--- config.mk ---
export PLATFORM = sky130hd
export DESIGN_NAME = cis_core
export DESIGN_NICKNAME = d
export VERILOG_FILES = /design/src/cis_pkg.sv /design/src/cis_alu.sv /design/src/cis_core.sv
export SDC_FILE = /design/constraint.sdc
export NUM_CORES = 1
export LEC_CHECK = 0
export BUFFER_PORTS_ARGS = -buffer_cell sky130_fd_sc_hd__buf_2
export CAP_MARGIN = 20
export CORE_MARGIN = 2
export CORE_UTILIZATION = 56
export CTS_CLUSTER_SIZE = 14
export DETAILED_ROUTE_END_ITERATION = 10
export PLACE_DENSITY = 0.85
export SLEW_MARGIN = 10
export SYNTH_ARGS = -nofsm -noshare
export SYNTH_HDL_FRONTEND = slang
export SYNTH_SLANG_ARGS = --single-unit
export TNS_END_PERCENT = 20
--- constraint.sdc ---
create_clock -name clk_sys -period 7.3 [get_ports clk_sys]
set_input_delay 0.73 -clock clk_sys [delete_from_list [all_inputs] [get_ports clk_sys]]
set_output_delay 0.73 -clock clk_sys [all_outputs]
set_load 0.1 [all_outputs]
--- src/cis_pkg.sv ---
// shared constants and carrier types for the core instruction subset block
package cis_pkg;

  localparam int DATA_W = 8;
  localparam int ADDR_W = 7;
  localparam logic [7:0] WATCHDOG_CLEAR_VALUE = 8'h00;
  localparam logic [7:0] W_RESET_VALUE = 8'h00;
  localparam logic       TIMEOUT_RESET_VALUE = 1'b1;
  localparam logic       POWERDOWN_RESET_VALUE = 1'b1;
  localparam int NIB_LO_LSB = 0;
  localparam int NIB_HI_LSB = 4;
  localparam int NIB_W = 4;
  localparam logic [7:0] LIT_MAX = 8'hFF;

  // operation selector
  typedef enum logic [2:0] {
    CIS_OP_NONE,
    CIS_OP_LITERAL_MINUS_WORK,
    CIS_OP_NIBBLE_EXCHANGE,
    CIS_OP_XOR_LITERAL,
    CIS_OP_XOR_FILE,
    CIS_OP_SLEEP
  } cis_op_e;

  // one instruction issued to the block
  typedef struct packed {
    cis_op_e           op;
    logic [7:0]        literal;
    logic [ADDR_W-1:0] file_addr;
    logic              dest_file;
  } cis_instr_s;

  // arithmetic flags
  typedef struct packed {
    logic carry;
    logic digit_carry_flag;
    logic zero;
  } cis_flags_s;

  // file register write-back
  typedef struct packed {
    logic              en;
    logic [ADDR_W-1:0] addr;
    logic [7:0]        data;
  } cis_fwrite_s;

endpackage : cis_pkg

--- src/cis_alu.sv ---
// combinational datapath for the instruction subset
`timescale 1ns/1ps
`default_nettype none
module cis_alu (
  // operation and operands
  input  wire cis_pkg::cis_op_e op,
  input  wire logic [7:0]       work,
  input  wire logic [7:0]       literal,
  input  wire logic [7:0]       file_data,
  // results
  output logic [7:0]            result,
  output logic                  carry,
  output logic                  digit_carry,
  output logic                  zero
);

  logic [8:0] diff;
  logic [4:0] ndiff;

  // literal minus work: no borrow means carry set
  assign diff  = {1'b0, literal} + {1'b0, ~work} + 9'h001;
  assign ndiff = {1'b0, literal[3:0]} + {1'b0, ~work[3:0]} + 5'h01;

  // result selection
  always_comb begin
    unique case (op)
      cis_pkg::CIS_OP_LITERAL_MINUS_WORK: result = diff[7:0];
      cis_pkg::CIS_OP_NIBBLE_EXCHANGE:    result = {file_data[3:0], file_data[7:4]};
      cis_pkg::CIS_OP_XOR_LITERAL:        result = work ^ literal;
      cis_pkg::CIS_OP_XOR_FILE:           result = work ^ file_data;
      default:                            result = work;
    endcase
  end

  assign carry       = diff[8];
  assign digit_carry = ndiff[4];
  assign zero        = (result == 8'h00);

endmodule : cis_alu
`default_nettype wire

--- src/cis_core.sv ---
// execution unit for subtract, swap, xor and sleep instructions
`timescale 1ns/1ps
`default_nettype none
module cis_core #(
  parameter int ADDR_W = cis_pkg::ADDR_W,
  parameter int PRESC_W = 8
) (
  // clock and reset
  input  wire logic                clk_sys,
  input  wire logic                rst_n,
  // instruction issue
  input  wire logic                instr_valid,
  input  wire cis_pkg::cis_instr_s instr,
  input  wire logic [7:0]          file_rdata,
  // wake from sleep
  input  wire logic                wake,
  // watchdog tick
  input  wire logic                watchdog_tick,
  // state
  output logic [7:0]               work_reg,
  output cis_pkg::cis_flags_s      flags,
  output logic                     timeout_flag,
  output logic                     powerdown_flag,
  output logic [7:0]               watchdog_counter,
  output logic [PRESC_W-1:0]       watchdog_prescaler,
  output logic                     sleeping,
  output logic                     osc_run,
  output cis_pkg::cis_fwrite_s     fwrite,
  output logic                     instr_ready
);

  // refuse parameter values the logic cannot serve
  if (ADDR_W != cis_pkg::ADDR_W) begin : g_bad_addr_w
    $error("file address must be 7 bits");
  end
  if (PRESC_W < 1) begin : g_bad_presc_w
    $error("prescaler width must be positive");
  end

  logic [7:0] result;
  logic       c_new;
  logic       digit_new;
  logic       z_new;
  logic       take;
  logic       is_sleep;

  assign take        = instr_valid && !sleeping;
  assign is_sleep    = take && (instr.op == cis_pkg::CIS_OP_SLEEP);
  assign instr_ready = !sleeping;
  assign osc_run     = !sleeping;

  cis_alu u_alu (
    .op          (instr.op),
    .work        (work_reg),
    .literal     (instr.literal),
    .file_data   (file_rdata),
    .result      (result),
    .carry       (c_new),
    .digit_carry (digit_new),
    .zero        (z_new)
  );

  // work register destination
  always_ff @(posedge clk_sys or negedge rst_n) begin
    if (!rst_n) begin
      work_reg <= cis_pkg::W_RESET_VALUE;
    end else if (take) begin
      unique case (instr.op)
        cis_pkg::CIS_OP_LITERAL_MINUS_WORK, cis_pkg::CIS_OP_XOR_LITERAL: work_reg <= result;
        cis_pkg::CIS_OP_NIBBLE_EXCHANGE: if (!instr.dest_file) work_reg <= result;
        cis_pkg::CIS_OP_XOR_FILE:        if (!instr.dest_file) work_reg <= result;
        default: ;
      endcase
    end
  end

  // file register write-back
  always_ff @(posedge clk_sys or negedge rst_n) begin
    if (!rst_n) begin
      fwrite <= '0;
    end else begin
      fwrite.en   <= take && instr.dest_file &&
                     (instr.op == cis_pkg::CIS_OP_NIBBLE_EXCHANGE ||
                      instr.op == cis_pkg::CIS_OP_XOR_FILE);
      fwrite.addr <= instr.file_addr;
      fwrite.data <= result;
    end
  end

  // arithmetic flags
  always_ff @(posedge clk_sys or negedge rst_n) begin
    if (!rst_n) begin
      flags <= '0;
    end else if (take) begin
      unique case (instr.op)
        cis_pkg::CIS_OP_LITERAL_MINUS_WORK: begin
          flags.carry            <= c_new;
          flags.digit_carry_flag <= digit_new;
          flags.zero             <= z_new;
        end
        cis_pkg::CIS_OP_XOR_LITERAL, cis_pkg::CIS_OP_XOR_FILE: flags.zero <= z_new;
        default: ; // swap leaves flags unchanged
      endcase
    end
  end

  // power flags: reset state is power-on (both set)
  always_ff @(posedge clk_sys or negedge rst_n) begin
    if (!rst_n) begin
      timeout_flag   <= cis_pkg::TIMEOUT_RESET_VALUE;
      powerdown_flag <= cis_pkg::POWERDOWN_RESET_VALUE;
    end else if (is_sleep) begin
      timeout_flag   <= 1'b1;
      powerdown_flag <= 1'b0;
    end
  end

  // watchdog counter and prescaler
  always_ff @(posedge clk_sys or negedge rst_n) begin
    if (!rst_n) begin
      watchdog_counter   <= cis_pkg::WATCHDOG_CLEAR_VALUE;
      watchdog_prescaler <= '0;
    end else if (is_sleep) begin
      watchdog_counter   <= cis_pkg::WATCHDOG_CLEAR_VALUE;
      watchdog_prescaler <= '0;
    end else if (watchdog_tick) begin
      watchdog_prescaler <= watchdog_prescaler + 1'b1;
      if (&watchdog_prescaler) watchdog_counter <= watchdog_counter + 8'h01;
    end
  end

  // sleep state
  always_ff @(posedge clk_sys or negedge rst_n) begin
    if (!rst_n) begin
      sleeping <= 1'b0;
    end else if (is_sleep) begin
      sleeping <= 1'b1;
    end else if (wake) begin
      sleeping <= 1'b0;
    end
  end

  property p_sleep_flags;
    @(posedge clk_sys) disable iff (!rst_n)
    is_sleep |=> (timeout_flag && !powerdown_flag && watchdog_counter == 8'h00 && watchdog_prescaler == '0);
  endproperty
  a_sleep_flags: assert property (p_sleep_flags) else $error("sleep did not update flags");

  property p_sleep_halt;
    @(posedge clk_sys) disable iff (!rst_n)
    is_sleep |=> (sleeping && !osc_run && !instr_ready);
  endproperty
  a_sleep_halt: assert property (p_sleep_halt) else $error("core not halted after sleep");

  property p_sub_value;
    @(posedge clk_sys) disable iff (!rst_n)
    (take && instr.op == cis_pkg::CIS_OP_LITERAL_MINUS_WORK)
      |=> work_reg == 8'($past(instr.literal) - $past(work_reg));
  endproperty
  a_sub_value: assert property (p_sub_value) else $error("subtract result wrong");

  property p_sub_carry;
    @(posedge clk_sys) disable iff (!rst_n)
    (take && instr.op == cis_pkg::CIS_OP_LITERAL_MINUS_WORK)
      |=> (flags.carry == ($past(work_reg) <= $past(instr.literal))) &&
          (flags.digit_carry_flag == ($past(work_reg[3:0]) <= $past(instr.literal[3:0])));
  endproperty
  a_sub_carry: assert property (p_sub_carry) else $error("subtract carry wrong");

  property p_swap_flags;
    @(posedge clk_sys) disable iff (!rst_n)
    (take && instr.op == cis_pkg::CIS_OP_NIBBLE_EXCHANGE) |=> $stable(flags);
  endproperty
  a_swap_flags: assert property (p_swap_flags) else $error("swap changed flags");

  property p_swap_dest;
    @(posedge clk_sys) disable iff (!rst_n)
    (take && instr.op == cis_pkg::CIS_OP_NIBBLE_EXCHANGE && instr.dest_file)
      |=> fwrite.en && fwrite.data == {$past(file_rdata[3:0]), $past(file_rdata[7:4])} && $stable(work_reg);
  endproperty
  a_swap_dest: assert property (p_swap_dest) else $error("swap file write wrong");

  property p_xorl;
    @(posedge clk_sys) disable iff (!rst_n)
    (take && instr.op == cis_pkg::CIS_OP_XOR_LITERAL)
      |=> work_reg == ($past(work_reg) ^ $past(instr.literal)) && $stable(flags.carry);
  endproperty
  a_xorl: assert property (p_xorl) else $error("xor literal wrong");

  property p_xorf_addr;
    @(posedge clk_sys) disable iff (!rst_n)
    (take && instr.op == cis_pkg::CIS_OP_XOR_FILE && instr.dest_file)
      |=> fwrite.en && fwrite.addr == $past(instr.file_addr) && $stable(flags.digit_carry_flag);
  endproperty
  a_xorf_addr: assert property (p_xorf_addr) else $error("xor file write wrong");

  property p_xorf_w;
    @(posedge clk_sys) disable iff (!rst_n)
    (take && instr.op == cis_pkg::CIS_OP_XOR_FILE && !instr.dest_file)
      |=> !fwrite.en && work_reg == ($past(work_reg) ^ $past(file_rdata));
  endproperty
  a_xorf_w: assert property (p_xorf_w) else $error("xor file to work wrong");

  property p_zero;
    @(posedge clk_sys) disable iff (!rst_n)
    (take && instr.op == cis_pkg::CIS_OP_XOR_LITERAL) |=> flags.zero == (work_reg == 8'h00);
  endproperty
  a_zero: assert property (p_zero) else $error("zero flag wrong");

  // an instruction offered while asleep leaves the work register and flags alone and writes no file register
  property p_asleep_refuse;
    @(posedge clk_sys) disable iff (!rst_n)
    (sleeping && instr_valid) |=> $stable(work_reg) && $stable(flags) && !fwrite.en;
  endproperty
  a_asleep_refuse: assert property (p_asleep_refuse) else $error("instruction taken while asleep");

  property p_sub_zero;
    @(posedge clk_sys) disable iff (!rst_n)
    (take && instr.op == cis_pkg::CIS_OP_LITERAL_MINUS_WORK) |=> flags.zero == (work_reg == 8'h00);
  endproperty
  a_sub_zero: assert property (p_sub_zero) else $error("subtract zero flag wrong");

  // xor of two equal bytes is the only way to a zero result
  property p_xorf_zero;
    @(posedge clk_sys) disable iff (!rst_n)
    (take && instr.op == cis_pkg::CIS_OP_XOR_FILE)
      |=> flags.zero == ($past(work_reg) == $past(file_rdata)) && $stable(flags.carry);
  endproperty
  a_xorf_zero: assert property (p_xorf_zero) else $error("xor file zero flag wrong");

endmodule : cis_core
`default_nettype wire

# Word level (Yosys, flattened, before mapping)
# Index checks and enable logic that the tools add are counted.
[op_classes]
add_sub_neg = 6
n_mul = 0
n_div = 0
n_lt_le_gt_ge = 0
eq_ne = 6
shifts = 0
n_mux = 10
bitwise_logic = 4
reduce_logical = 19
[op_table]
columns = ["op", "count"]
rows = [
  ["$mux W8", 6],
  ["$pmux W8 S4", 1],
  ["$add A8 B1 Y8 const B", 2],
  ["$pmux W8 S2", 1],
  ["$xor A8 B8 Y8", 2],
  ["$add A8 B8 Y9", 1],
  ["$add A9 B1 Y9 const B", 1],
  ["$logic_not A8 Y1", 1],
  ["$not A8 Y8", 1],
  ["$reduce_and A8 Y1", 1],
  ["$reduce_bool A2 Y1", 4],
  ["$eq A3 B2 Y1 const B", 2],
  ["$eq A3 B3 Y1 const B", 2],
  ["$reduce_and A2 Y1", 3],
  ["$add A4 B4 Y5", 1],
  ["$add A5 B1 Y5 const B", 1],
  ["$logic_and A1 B1 Y1", 4],
  ["$not A4 Y4", 1],
  ["$reduce_or A2 Y1", 2],
  ["$eq A3 B1 Y1 const B", 1],
  ["$reduce_and A3 Y1", 1],
  ["$reduce_or A3 Y1", 1],
  ["$mux W1", 2],
  ["$ne A2 B2 Y1 const B", 1],
  ["2 further kinds", 2],
]
[word_totals]
reg_bits = 45
latchBits = 0
ram_bits = 0
mem_bits_ro = 0
inputBits = 32
out_inout_bits = 48
word_cells = 56
n_memories = 0

# Longest topological paths before layout
# Gate-level depths: netlist of run 1.
[depth]
word_depth = 6
ltp_mapped = 10
depth_no_buf = 10

# By module
# Synthesis of run 1 repeated with hierarchy kept, for this count alone.
[unflattened]
cells_unflattened = 298
area_unflattened_um2 = 2882.8
[modules_own_cells]
columns = ["mod", "n_inst", "cells_per_inst", "area_each_um2", "seq_area_each_um2"]
rows = [
  ["cis_core", 1, 144, 1844.3, 1127.3],
  ["cis_alu", 1, 154, 1038.5, 0.0],
]

# Worst setup path after synthesis of run 1
# No wires, ideal clock.
[synth_path]
path_type = "register to register"
start = "register work_reg[2]"
end = "register flags[0] (netlist bit)"
setup_ps = 123
arrival_time_ps = 2846
t_required_ps = 7177
slack_ps = 4331
stages_incl_launch_ff = 10
path_buffers = 1
synth_period_minus_slack_ps = 2969
path_cell_list = "dfrtp_1 clkbuf_1 inv_1 ha_1 nor2b_1 o31a_1 o311ai_1 a211o_1 nor4_2 a32o_1"
[synth_via]
elab_chain_len = 5
word_cells_on_any_way = 7
classes_between = "add/sub: 2; mux: 1; bitwise: 3; reduce/logical: 1"
[synth_rtl]
columns = ["element", "line", "source"]
rows = [
  ["from (decl)", "cis_core.sv:20", "output logic [7:0] work_reg,"],
  ["from (signal assigned)", "cis_core.sv:66", "work_reg <= cis_pkg::W_RESET_VALUE;"],
  ["from (signal assigned)", "cis_core.sv:69", "cis_pkg::CIS_OP_LITERAL_MINUS_WORK, cis_pkg::CIS_OP_XOR_LITERAL: work_reg <= result;"],
  ["from (signal assigned)", "cis_core.sv:70", "cis_pkg::CIS_OP_NIBBLE_EXCHANGE: if (!instr.dest_file) work_reg <= result;"],
  ["$not A8 Y8", "cis_alu.sv:21", "assign diff = {1'b0, literal} + {1'b0, ~work} + 9'h001;"],
  ["$add A8 B8 Y9", "cis_alu.sv:21", ""],
  ["$add A9 B1 Y9", "cis_alu.sv:21", ""],
  ["$pmux W8 S4 (*)", "cis_alu.sv:26", "unique case (op)"],
  ["$logic_not A8 Y1 (*)", "cis_alu.sv:37", "assign zero = (result == 8'h00);"],
  ["to (decl)", "cis_core.sv:21", "output cis_pkg::cis_flags_s flags,"],
]
# Every way passes the cells marked *; elsewhere a longest branch is shown, timed or not.
# A chain may end at the register's enable or synchronous reset.

# Final worst setup path of run 1
[layout_path]
start = "input instr[8] (netlist bit)"
end = "register flags[0] (netlist bit)"
[layout_via]
elab_chain_len = 4
word_cells_on_any_way = 5
classes_between = "add/sub: 2; mux: 1; bitwise: 1; reduce/logical: 1"
[layout_rtl]
columns = ["element", "line", "source"]
rows = [
  ["from (decl)", "cis_core.sv:13", "input wire cis_pkg::cis_instr_s instr,"],
  ["$add A8 B8 Y9", "cis_alu.sv:21", ""],
  ["$add A9 B1 Y9", "cis_alu.sv:21", ""],
  ["$pmux W8 S4 (*)", "cis_alu.sv:26", ""],
  ["$logic_not A8 Y1 (*)", "cis_alu.sv:37", ""],
]
# Marked as above.

==> results.yml, run 1 <==
place:
  numPortBuffers: 78
  dp_hpwl_um: 4870
  place_congestion: 0.968
die:
  die_h_um: 74.7
  start_util_pct: 58.5
  boundaryPins: 80
  die_w_um: 74.7
  die_area_um2: 5580
  std_cell_rows: 25
  core-area_um2: 4790
finish:
  area_growth_pct: 18.0
  insertedDiodeCount: 0
  largest-register: "fwrite"
  drive_gt1_share_pct: 28.0
  fill_cells: 404
  largest_register_ffs: 16
  nets: 411
route:
  vias: 2393
  wl_per_cell_um: 14.6
  viasPerCell: 5.50
  first_iter_violations: 113
  firstDrtPassIters: 4
  drc: 0
  wl_um: 6330
  ant_nets: 0
global_route:
  antenna_found_initial: 0
  grt_pass1_wl_um: 9870
  grt_max_degree: 46
  grt_pass1_vias: 2087
  grt_usage_pct: 23.2
  grt.overflow.total: 0
clock_tree:
  clock_insertion_delay_worst_skew_ns: 0.29
  root_buffer: "clkbuf_8"
  clock_sinks: 45
  cts_setup_buffers: 0
  ctsResizeCount: 0
  cts_hold_buf: 0
  cts_buffer_depth: 2
  htreeDepth: 2
  cts_buffers: 5
  clk_pin_slew_worst_paths_ns: 0.08
  cts_tree: "done"
timing:
  post-route-min-period_ns: 2.65
  worst_slew_pin_slew_ns: 0.937
  setup_viol: 0
  slew_headroom_pct: 37.6
  max_freq_mhz: 377
  drv_slew: 0
  timing.final.crit_share_pct: 36.3
  rsz0062_at_grt: "no"
  fin_skew_ns: 0.00402
  final_hold_viol_count: 0
  tns_ns: 0
logic_synthesis:
  synth_cell_types: 66
  synth_seq_cells: 45
  synth_flop_cell: "dfrtp_1"
  synthesis.instances: 297
  synth_edf_count: 0
  netlist_area_um2: 2800
  yosysWarningCount: 0
  synth-seq-area-share_pct: 40.3
  synthArstFlopShare_pct: 100
  syn_area_per_cell_um2: 9.42
  synth_nets: 341
setup_path:
  reg2reg_depth: 9
  ff2ff_setup_slack_ns: 4.70
  timing.rr.start: "work_reg[0]$_DFFE_PN0P_"
  crit_chain: "buf_2 -> inv_1 -> ha_1 -> fa_1 -> nor2b_1 -> o21ai_0 -> nor3b_1 -> o311ai_1 -> a211o_1 -> nor4_2 -> a32o_1"
  end_kind: "register"
  endpoint: "flags[0]$_DFFE_PN0P_"
  cp.required_ns: 7.48
  startpoint_type: "input port"
  cpPeakStageDelay_ns: 0.41
  r2r_end: "flags[0]$_DFFE_PN0P_"
  cp_slowest_cell: "fa_1"
  path_class: "input port to register"
  cp.arrival_ns: 2.83
  crit_fanout: 3
  critPathLaunch: "instr[8]"
power_and_ir_drop:
  peakVddDrop_mv: 0.364
  total_power_mw: 1.22
  p_per_area_nw_per_um2: 369
  cellLeakagePower_nw: 1.60
hold_path:
  hold_path.class: "register to register"
outcome:
  status: "finished clean"
job:
  maxCapViolations: 0
[metal layers]
metal	global-route usage (%)	wire length, µm
met1	32.8	2810
met2	37.6	3030
met3	3.75	425
met4	6.15	68
met5	0	0
[worst max-delay path: cells and delay by family]
family / cells / cell delay (ns)
buffers and inverters: 2 / 0.16
AND/OR/NAND/NOR: 3 / 0.36
adder cells (fa/ha/maj): 2 / 0.62
AO/OA/AOI/OAI: 4 / 0.96
[cells in the mapped netlist (all sizes together) (5+ instances only)]
library cell  count  area share, %
a21oi            16            3.0
buf              13            3.4
dfrtp            44             39
ha               11            4.9
inv              18            2.4
nand2            18            2.4
nand2b           11            2.5
nand4             5            1.1
nor2             31            4.4
nor2b             6            1.3
o21ai            19            3.5
o22ai             5            1.1
xnor2            14            4.4
xor2             15            4.7
[per-stage QoR]
stage	utilization (%)	instances	area (µm²)	hold slack (ns)	worst slack [ns]
after floorplan	-	297	2800	0.434	4.33
after global placement	66.2	427	3170	0.471	4.45
after detailed placement	66.2	427	3170	0.474	4.37
after CTS	69.0	435	3300	0.488	4.68
after global routing	69.0	435	3300	0.498	4.54
final	69.0	435	3300	0.485	4.65
[report_power, final]
group / leakage, nW / switching (mW) / internal, mW / total [mW]
Combinational: 0.974 / 0.505 / 0.149 / 0.654
Clock: 0.0681 / 0.0796 / 0.136 / 0.215
Sequential: 0.558 / 0.0558 / 0.294 / 0.350
Total: 1.60 / 0.640 / 0.579 / 1.22
[worst min-delay path by stage]
stage                            endpoint                  startpoint  depth (start not counted)  slack, ns
5_1_grt        powerdown_flag$_DFFE_PN1P_  powerdown_flag$_DFFE_PN1P_                          1       0.50
3_5_place_dp   powerdown_flag$_DFFE_PN1P_  powerdown_flag$_DFFE_PN1P_                          1       0.47
2_1_floorplan        flags[0]$_DFFE_PN0P_                       rst_n                          0       0.43
6_report       powerdown_flag$_DFFE_PN1P_  powerdown_flag$_DFFE_PN1P_                          1       0.49
3_3_place_gp   powerdown_flag$_DFFE_PN1P_  powerdown_flag$_DFFE_PN1P_                          1       0.47
4_1_cts        powerdown_flag$_DFFE_PN1P_  powerdown_flag$_DFFE_PN1P_                          1       0.49
[cell families (layout without fill, tap and decap cells)]
logic type	count (synthesis)	after routing	share of synthesized area [%]
AO/OA/AOI/OAI	75	75	18.2
AND/OR/NAND/NOR	98	98	19.1
buffers and inverters	33	104	6.13
other	1	1	0.134
multiplexers	4	4	1.43
flip-flops	45	45	40.3
adder cells (fa/ha/maj)	12	12	5.64
XOR/XNOR	29	29	9.08
[layout by cell type (no fill, tap or decap), types with 3 or more instances in the layout]
| master | count |
|---|---|
| nand2_1 | 18 |
| nor2b_1 | 6 |
| nand4_1 | 5 |
| a31oi_1 | 3 |
| a21oi_1 | 15 |
| inv_1 | 18 |
| ha_1 | 11 |
| o21ai_0 | 18 |
| nand3_1 | 3 |
| xnor2_1 | 14 |
| mux2i_1 | 4 |
| dfrtp_1 | 44 |
| nand3b_1 | 4 |
| nand2b_1 | 11 |
| o22ai_1 | 5 |
| clkbuf_8 | 5 |
| xor2_1 | 15 |
| buf_2 | 78 |
| or3_1 | 3 |
| a22oi_1 | 3 |
| nor2_1 | 30 |
[cell type report]
| cell class | count | area (µm²) | area share (%) |
|---|---|---|---|
| clock buffer | 5 | 68.8 | 2.08 |
| clock inverter | 3 | 65.1 | 1.97 |
| inverter | 18 | 67.6 | 2.05 |
| multi-input combinational | 219 | 1500 | 45.4 |
| sequential | 45 | 1130 | 34.1 |
| tap | 67 | 83.8 | 2.54 |
| timing repair buffer | 78 | 390 | 11.8 |
Power figures use the tool's default switching activity.
==> inputs of run 2 (changes only) <==
--- a/config.mk
+++ b/config.mk
@@ -8,10 +8,10 @@
 export BUFFER_PORTS_ARGS = -buffer_cell sky130_fd_sc_hd__buf_2
 export CAP_MARGIN = 20
 export CORE_MARGIN = 2
-export CORE_UTILIZATION = 56
+export CORE_UTILIZATION = 52
 export CTS_CLUSTER_SIZE = 14
 export DETAILED_ROUTE_END_ITERATION = 10
-export PLACE_DENSITY = 0.85
+export PLACE_DENSITY = 0.8
 export SLEW_MARGIN = 10
 export SYNTH_ARGS = -nofsm -noshare
 export SYNTH_HDL_FRONTEND = slang
==> constraint.sdc (replaced) <==
create_clock -name clk_sys -period 2.8 [get_ports clk_sys]
set_input_delay 0.28 -clock clk_sys [delete_from_list [all_inputs] [get_ports clk_sys]]
set_output_delay 0.28 -clock clk_sys [all_outputs]
set_load 0.1 [all_outputs]
==> run 2 against run 1 <==
Via count grew 0.42%. Worst setup slack lost 4.3 ns. Cell area is the same. Register-to-register slack lost 4.4 ns. Largest cell class unchanged. First-iteration DRC count grew 17%. Non-clock buffer count grew 1. Worst hold slack lost 0.40 ns. Final cell count grew 0.92%. Total power grew to 2.6 times the previous value.
==> results.yml, run 2 (synthesis gave the netlist of run 1 again) <==
outcome:
  status: "finished clean"
die:
  start_util_pct: 54.4
  std_cell_rows: 26
  boundaryPins: 80
  die_h_um: 77.4
  core-area_um2: 5140
  die_w_um: 77.4
  die_area_um2: 5980
route:
  ant_nets: 0
  first_iter_violations: 132
  firstDrtPassIters: 4
  wl_um: 6300
  drc: 0
  wl_per_cell_um: 14.3
  vias: 2403
  viasPerCell: 5.47
timing:
  final_hold_viol_count: 0
  drv_slew: 0
  worst_slew_pin_slew_ns: 0.939
  fin_skew_ns: 0.00661
  setup_viol: 0
  rsz0062_at_grt: "no"
  hold_ws_ns: 0.0824
  max_freq_mhz: 400
  post-route-min-period_ns: 2.50
  timing.final.crit_share_pct: 89.4
  slew_headroom_pct: 37.4
  tns_ns: 0
setup_path:
  reg2reg_depth: 9
  cpLargestDelayFamily: "compound AO/OA/AOI/OAI gates"
  cp_slowest_cell: "dfrtp_2"
  cpPeakStageDelay_ns: 0.47
  end_kind: "register"
  cp.required_ns: 2.98
  crit_chain: "ha_1 -> fa_1 -> nor2b_1 -> o21ai_0 -> nor3b_1 -> o311ai_1 -> a211o_1 -> nor4_2 -> a32o_1"
  r2r_end: "flags[0]$_DFFE_PN0P_"
  path_class: "register to register"
  ff2ff_setup_slack_ns: 0.30
  worst-path-stages: 9
  path_buf_inv: 0
  startpoint_type: "register"
  cp.arrival_ns: 2.69
  critPathLaunch: "work_reg[0]$_DFFE_PN0P_"
  timing.rr.start: "work_reg[0]$_DFFE_PN0P_"
  crit_fanout: 9
finish:
  layout_commonest_cell: "buf_2"
  area_growth_pct: 18.0
  largest_register_ffs: 16
  insertedDiodeCount: 0
  nets: 412
  drive_gt1_share_pct: 28.7
  fill_cells: 457
  layout_common_cells: "78 x buf_2, 42 x dfrtp_1, 30 x nor2_1"
  largest-register: "fwrite"
clock_tree:
  ctsResizeCount: 0
  root_buffer: "clkbuf_8"
  clock_sinks: 45
  cts_buffers: 5
  clock_insertion_delay_worst_skew_ns: 0.29
  cts_tree: "done"
  cts_setup_buffers: 0
  cts_hold_buf: 0
  htreeDepth: 2
  clk_pin_slew_worst_paths_ns: 0.08
  cts_buffer_depth: 2
global_route:
  grt.overflow.total: 0
  antenna_found_initial: 0
  grt_usage_pct: 21.5
  grt_max_degree: 46
  grt_pass1_vias: 2162
  grt_pass1_wl_um: 10300
power_and_ir_drop:
  peakVddDrop_mv: 0.817
  p_per_area_nw_per_um2: 942
  total_power_mw: 3.11
  cellLeakagePower_nw: 1.59
job:
  maxCapViolations: 0
hold_path:
  hold_depth: 1
  hold_path.class: "input port to register"
  min_to: "fwrite[12]$_DFF_PN0_"
  min-delay-start: "instr[5]"
place:
  dp_hpwl_um: 4800
  place_congestion: 0.984
  numPortBuffers: 78
[run 2: routing by layer]
layer | global-route usage, % | vias up | part of all wire [%]
met4 | 7.32 | 0 | 1.2
met5 | 0 | - | 0
met3 | 3.02 | 10 | 8.4
li1 | - | 1175 | -
met1 | 30.9 | 1112 | 45
met2 | 33.5 | 106 | 45
[run 2: worst reg2reg max path, cell delays in order (launching register included)]
cell      delay (ns)
dfrtp_2         0.47
ha_1            0.21
fa_1            0.41
nor2b_1         0.16
o21ai_0         0.10
nor3b_1         0.15
o311ai_1        0.39
a211o_1         0.21
nor4_2          0.05
a32o_1          0.26
[run 2: final cells by class]
type	count	area [µm²]	share of cell area [%]
Clock buffer	6	82.6	2.50
Clock inverter	2	37.5	1.14
Inverter	18	67.6	2.05
Multi-Input combinational cell	219	1500	45.4
Sequential cell	45	1130	34.2
Tap cell	70	87.6	2.65
Timing Repair Buffer	79	398	12.1
[run 2: worst max path at each step]
stage,to,slack (ns)
floorplan,flags[0]$_DFFE_PN0P_,0.09
global placement,flags[0]$_DFFE_PN0P_,0.40
detailed placement,flags[0]$_DFFE_PN0P_,0.32
CTS,flags[0]$_DFFE_PN0P_,0.31
global route,flags[0]$_DFFE_PN0P_,0.16
finish,flags[0]$_DFFE_PN0P_,0.30
[run 2: stage by stage]
stage | area (µm²) | util (%) | setup WS (ns) | std cells
floorplan | 2800 | - | 0.0893 | 297
global placement | 3180 | 61.9 | 0.404 | 431
detailed placement | 3180 | 61.9 | 0.320 | 431
CTS | 3300 | 64.2 | 0.307 | 439
global route | 3300 | 64.2 | 0.163 | 439
finish | 3300 | 64.2 | 0.298 | 439
[run 2: where the power goes]
group,internal [mW],total (mW),switching (mW)
sequential,0.769,0.908,0.139
clock,0.290,0.501,0.211
combinational,0.390,1.70,1.31
==> inputs of run 3 (changes only) <==
--- a/config.mk
+++ b/config.mk
@@ -8,12 +8,13 @@
 export BUFFER_PORTS_ARGS = -buffer_cell sky130_fd_sc_hd__buf_2
 export CAP_MARGIN = 20
 export CORE_MARGIN = 2
-export CORE_UTILIZATION = 52
+export CORE_UTILIZATION = 53
 export CTS_CLUSTER_SIZE = 14
 export DETAILED_ROUTE_END_ITERATION = 10
-export PLACE_DENSITY = 0.8
+export PLACE_DENSITY = 0.81
 export SLEW_MARGIN = 10
 export SYNTH_ARGS = -nofsm -noshare
 export SYNTH_HDL_FRONTEND = slang
+export SYNTH_HIERARCHICAL = 1
 export SYNTH_SLANG_ARGS = --single-unit
 export TNS_END_PERCENT = 20
==> run 3 against run 2 <==
Synthesized area up 3.0%. Combinational power increased by 35%. Largest power group unchanged. Global-route usage rose by 0.71 points. Critical endpoint unchanged. Sequential power is 10% higher. Flip-flop and latch count is the same. Count of clock-buffer cells in the layout did not move. Cell area rose by 2.3%. Clock skew is 0.0041 ns higher. First-iteration DRC count is 0.76% lower. Highest routed layer unchanged. Wire length rose by 2.7%. Core utilization grew 1.1 points.
==> results.yml, run 3 <==
outcome:
  status: "finished clean"
finish:
  layout_common_cells: "78 x buf_2, 40 x dfrtp_1, 28 x nor2_1, 25 x inv_1, 24 x o21ai_0"
  nets: 418
  fill_cells: 424
  largest_register_ffs: 16
  drive_gt1_share_pct: 31.7
  area_growth_pct: 17.2
  layout_commonest_cell: "buf_2"
  insertedDiodeCount: 0
  finalNonFillerCells: 445
  largest-register: "fwrite"
clock_tree:
  clock_sinks: 45
  clk_pin_slew_worst_paths_ns: 0.07
  cts_buffers: 5
  cts_tree: "done"
  cts_buffer_depth: 2
  htreeDepth: 2
  root_buffer: "clkbuf_8"
  clock_insertion_delay_worst_skew_ns: 0.29
  cts_setup_buffers: 0
logic_synthesis:
  synthArstFlopShare_pct: 100
  synth_seq_cells: 45
  yosysWarningCount: 6
  yosys.area.top_type: "dfrtp_1"
  synthMostInstantiatedCell: "dfrtp_1"
  synth_nets: 342
  synth_flop_cell: "dfrtp_1"
  synth-seq-area-share_pct: 39.1
  syn_area_per_cell_um2: 9.67
  synthesis.instances: 298
  synth_edf_count: 0
  synth_cell_types: 60
  synth_commonest_cells: "44 x dfrtp_1, 28 x nor2_1, 25 x inv_1"
  synthDominantCellAreaShare_pct: 38.2
  synth_area_leaders: "dfrtp_1 38%, xnor2_1 5.2%, ha_1 4.8%"
  netlist_area_um2: 2880
power_and_ir_drop:
  peakVddDrop_mv: 0.955
  p_int_mw: 1.53
  p_per_area_nw_per_um2: 1080
  power_frac_clock_pct: 10.0
  cellLeakagePower_nw: 1.63
  seq_power_share_pct: 27.4
  power_switching_mw: 2.12
  swShare_pct: 58.2
  power_frac_comb_pct: 62.6
hold_path:
  hold_path.class: "input port to register"
timing:
  hold_ws_ns: 0.103
  setup_ws_ns: 0.243
  worst_slew_pin_slew_ns: 0.939
  fin_skew_ns: 0.0107
  final_hold_viol_count: 0
  tns_ns: 0
  rsz0062_at_grt: "no"
  max_freq_mhz: 391
  slew_headroom_pct: 37.4
  drv_slew: 0
  setup_viol: 0
  timing.final.crit_share_pct: 91.3
  post-route-min-period_ns: 2.56
place:
  dp_hpwl_um: 5100
  post-place-ws_ns: 0.205
  place_congestion: 0.958
  numPortBuffers: 78
  dp_cells: 437
global_route:
  grt_max_degree: 46
  grt.overflow.total: 0
  antenna_found_initial: 0
  grt_usage_pct: 22.2
  grt_pass1_vias: 2403
  grt_pass1_wl_um: 11000
job:
  maxCapViolations: 0
setup_path:
  end_kind: "register"
  cp.required_ns: 2.97
  path_class: "register to register"
  cp.arrival_ns: 2.73
  ff2ff_setup_slack_ns: 0.24
  startpoint_type: "register"
  crit_fanout: 7
route:
  drc: 0
  wl_per_cell_um: 14.5
  viasPerCell: 5.56
  wl_um: 6470
  firstDrtPassIters: 4
  first_iter_violations: 131
  ant_nets: 0
  vias: 2474
die:
  start_util_pct: 55.7
  boundaryPins: 80
  die_h_um: 77.8
  std_cell_rows: 26
  die_w_um: 77.8
  die_area_um2: 6050
  core-area_um2: 5170
-- run 3: cell types whose count changed after synthesis, moves of 4 or more --
cell      previous run  this run
inv_1               18        25
mux2_2               0        11
nand2b_1            11         3
nor3_1               1         5
o21ai_0             18        24
xor2_1              15         5
-- run 3: critical path, stage by stage, from the launching register on --
cell,delay [ns]
dfrtp_2,0.44
inv_1,0.10
ha_1,0.28
nor2b_1,0.14
o31ai_1,0.39
a21boi_0,0.18
mux2_2,0.29
o21ai_0,0.30
nor4_2,0.09
o21bai_1,0.14
a21oi_1,0.08
-- run 3: kinds of logic (layout without fill, tap and decap cells) --
group,count (synthesis),after routing,share of synthesized area [%]
adder cells (fa/ha/maj),12,12,5.47
multiplexers,12,12,4.64
AO/OA/AOI/OAI,71,71,16.8
buffers and inverters,38,115,6.86
flip-flops,45,45,39.1
XOR/XNOR,22,22,6.68
other,1,1,0.130
AND/OR/NAND/NOR,97,97,20.3
-- run 3: path summary, 6_finish.rpt --
kind,cells after the start,from,endpoint
max in group asynchronous,1,rst_n,work_reg[1]$_DFFE_PN0P_
hold / removal,1,instr[4],fwrite[11]$_DFF_PN0_
setup reg to reg,10,work_reg[1]$_DFFE_PN0P_,flags[0]$_DFFE_PN0P_
hold reg to reg,1,powerdown_flag$_DFFE_PN1P_,powerdown_flag$_DFFE_PN1P_
min in group asynchronous,1,rst_n,watchdog_prescaler[6]$_DFFE_PN0P_
setup / recovery,10,work_reg[1]$_DFFE_PN0P_,flags[0]$_DFFE_PN0P_
-- run 3: cell type report --
class	count	area [µm²]	share of cell area [%]
inverter	25	93.8	2.78
clock buffer	6	72.6	2.15
sequential	45	1130	33.5
tap	70	87.6	2.59
timing repair buffer	82	420	12.4
clock inverter	2	10.0	0.296
multi-input combinational	215	1560	46.2
-- run 3: per-layer routing --
metal	track usage [%]	up-vias	wire length [µm]
met5	0	-	0
met4	5.00	0	50
met3	4.30	7	377
met2	35.3	84	3020
met1	31.5	1181	3020
li1	-	1202	-
-- run 3: per-stage QoR --
step                total power [mW]  area (µm²)  util (%)
floorplan                       2.86        2890         -
global placement                3.25        3290      63.6
detailed placement              3.28        3290      63.6
CTS                             3.66        3370      65.2
global route                    3.85        3380      65.3
finish                          3.65        3380      65.3
-- run 3: what timing repair did --
item / 4_1_cts / 5_1_grt
hold endpoints to repair: 0 / 0
setup endpoints to repair: 0 / 1
hold buffers: 0 / 0
gates resized for setup: 0 / 1
-- run 3: power groups by stage --
stage / Sequential [mW] / Clock [mW] / Combinational [mW]
4_1_cts: 0.999 / 0.378 / 2.28
3_5_place_dp: 1.01 / 0 / 2.27
2_1_floorplan: 2.14 / 0 / 0.724
3_3_place_gp: 1.00 / 0 / 2.25
6_report: 1.00 / 0.365 / 2.29
5_1_grt: 1.03 / 0.407 / 2.41
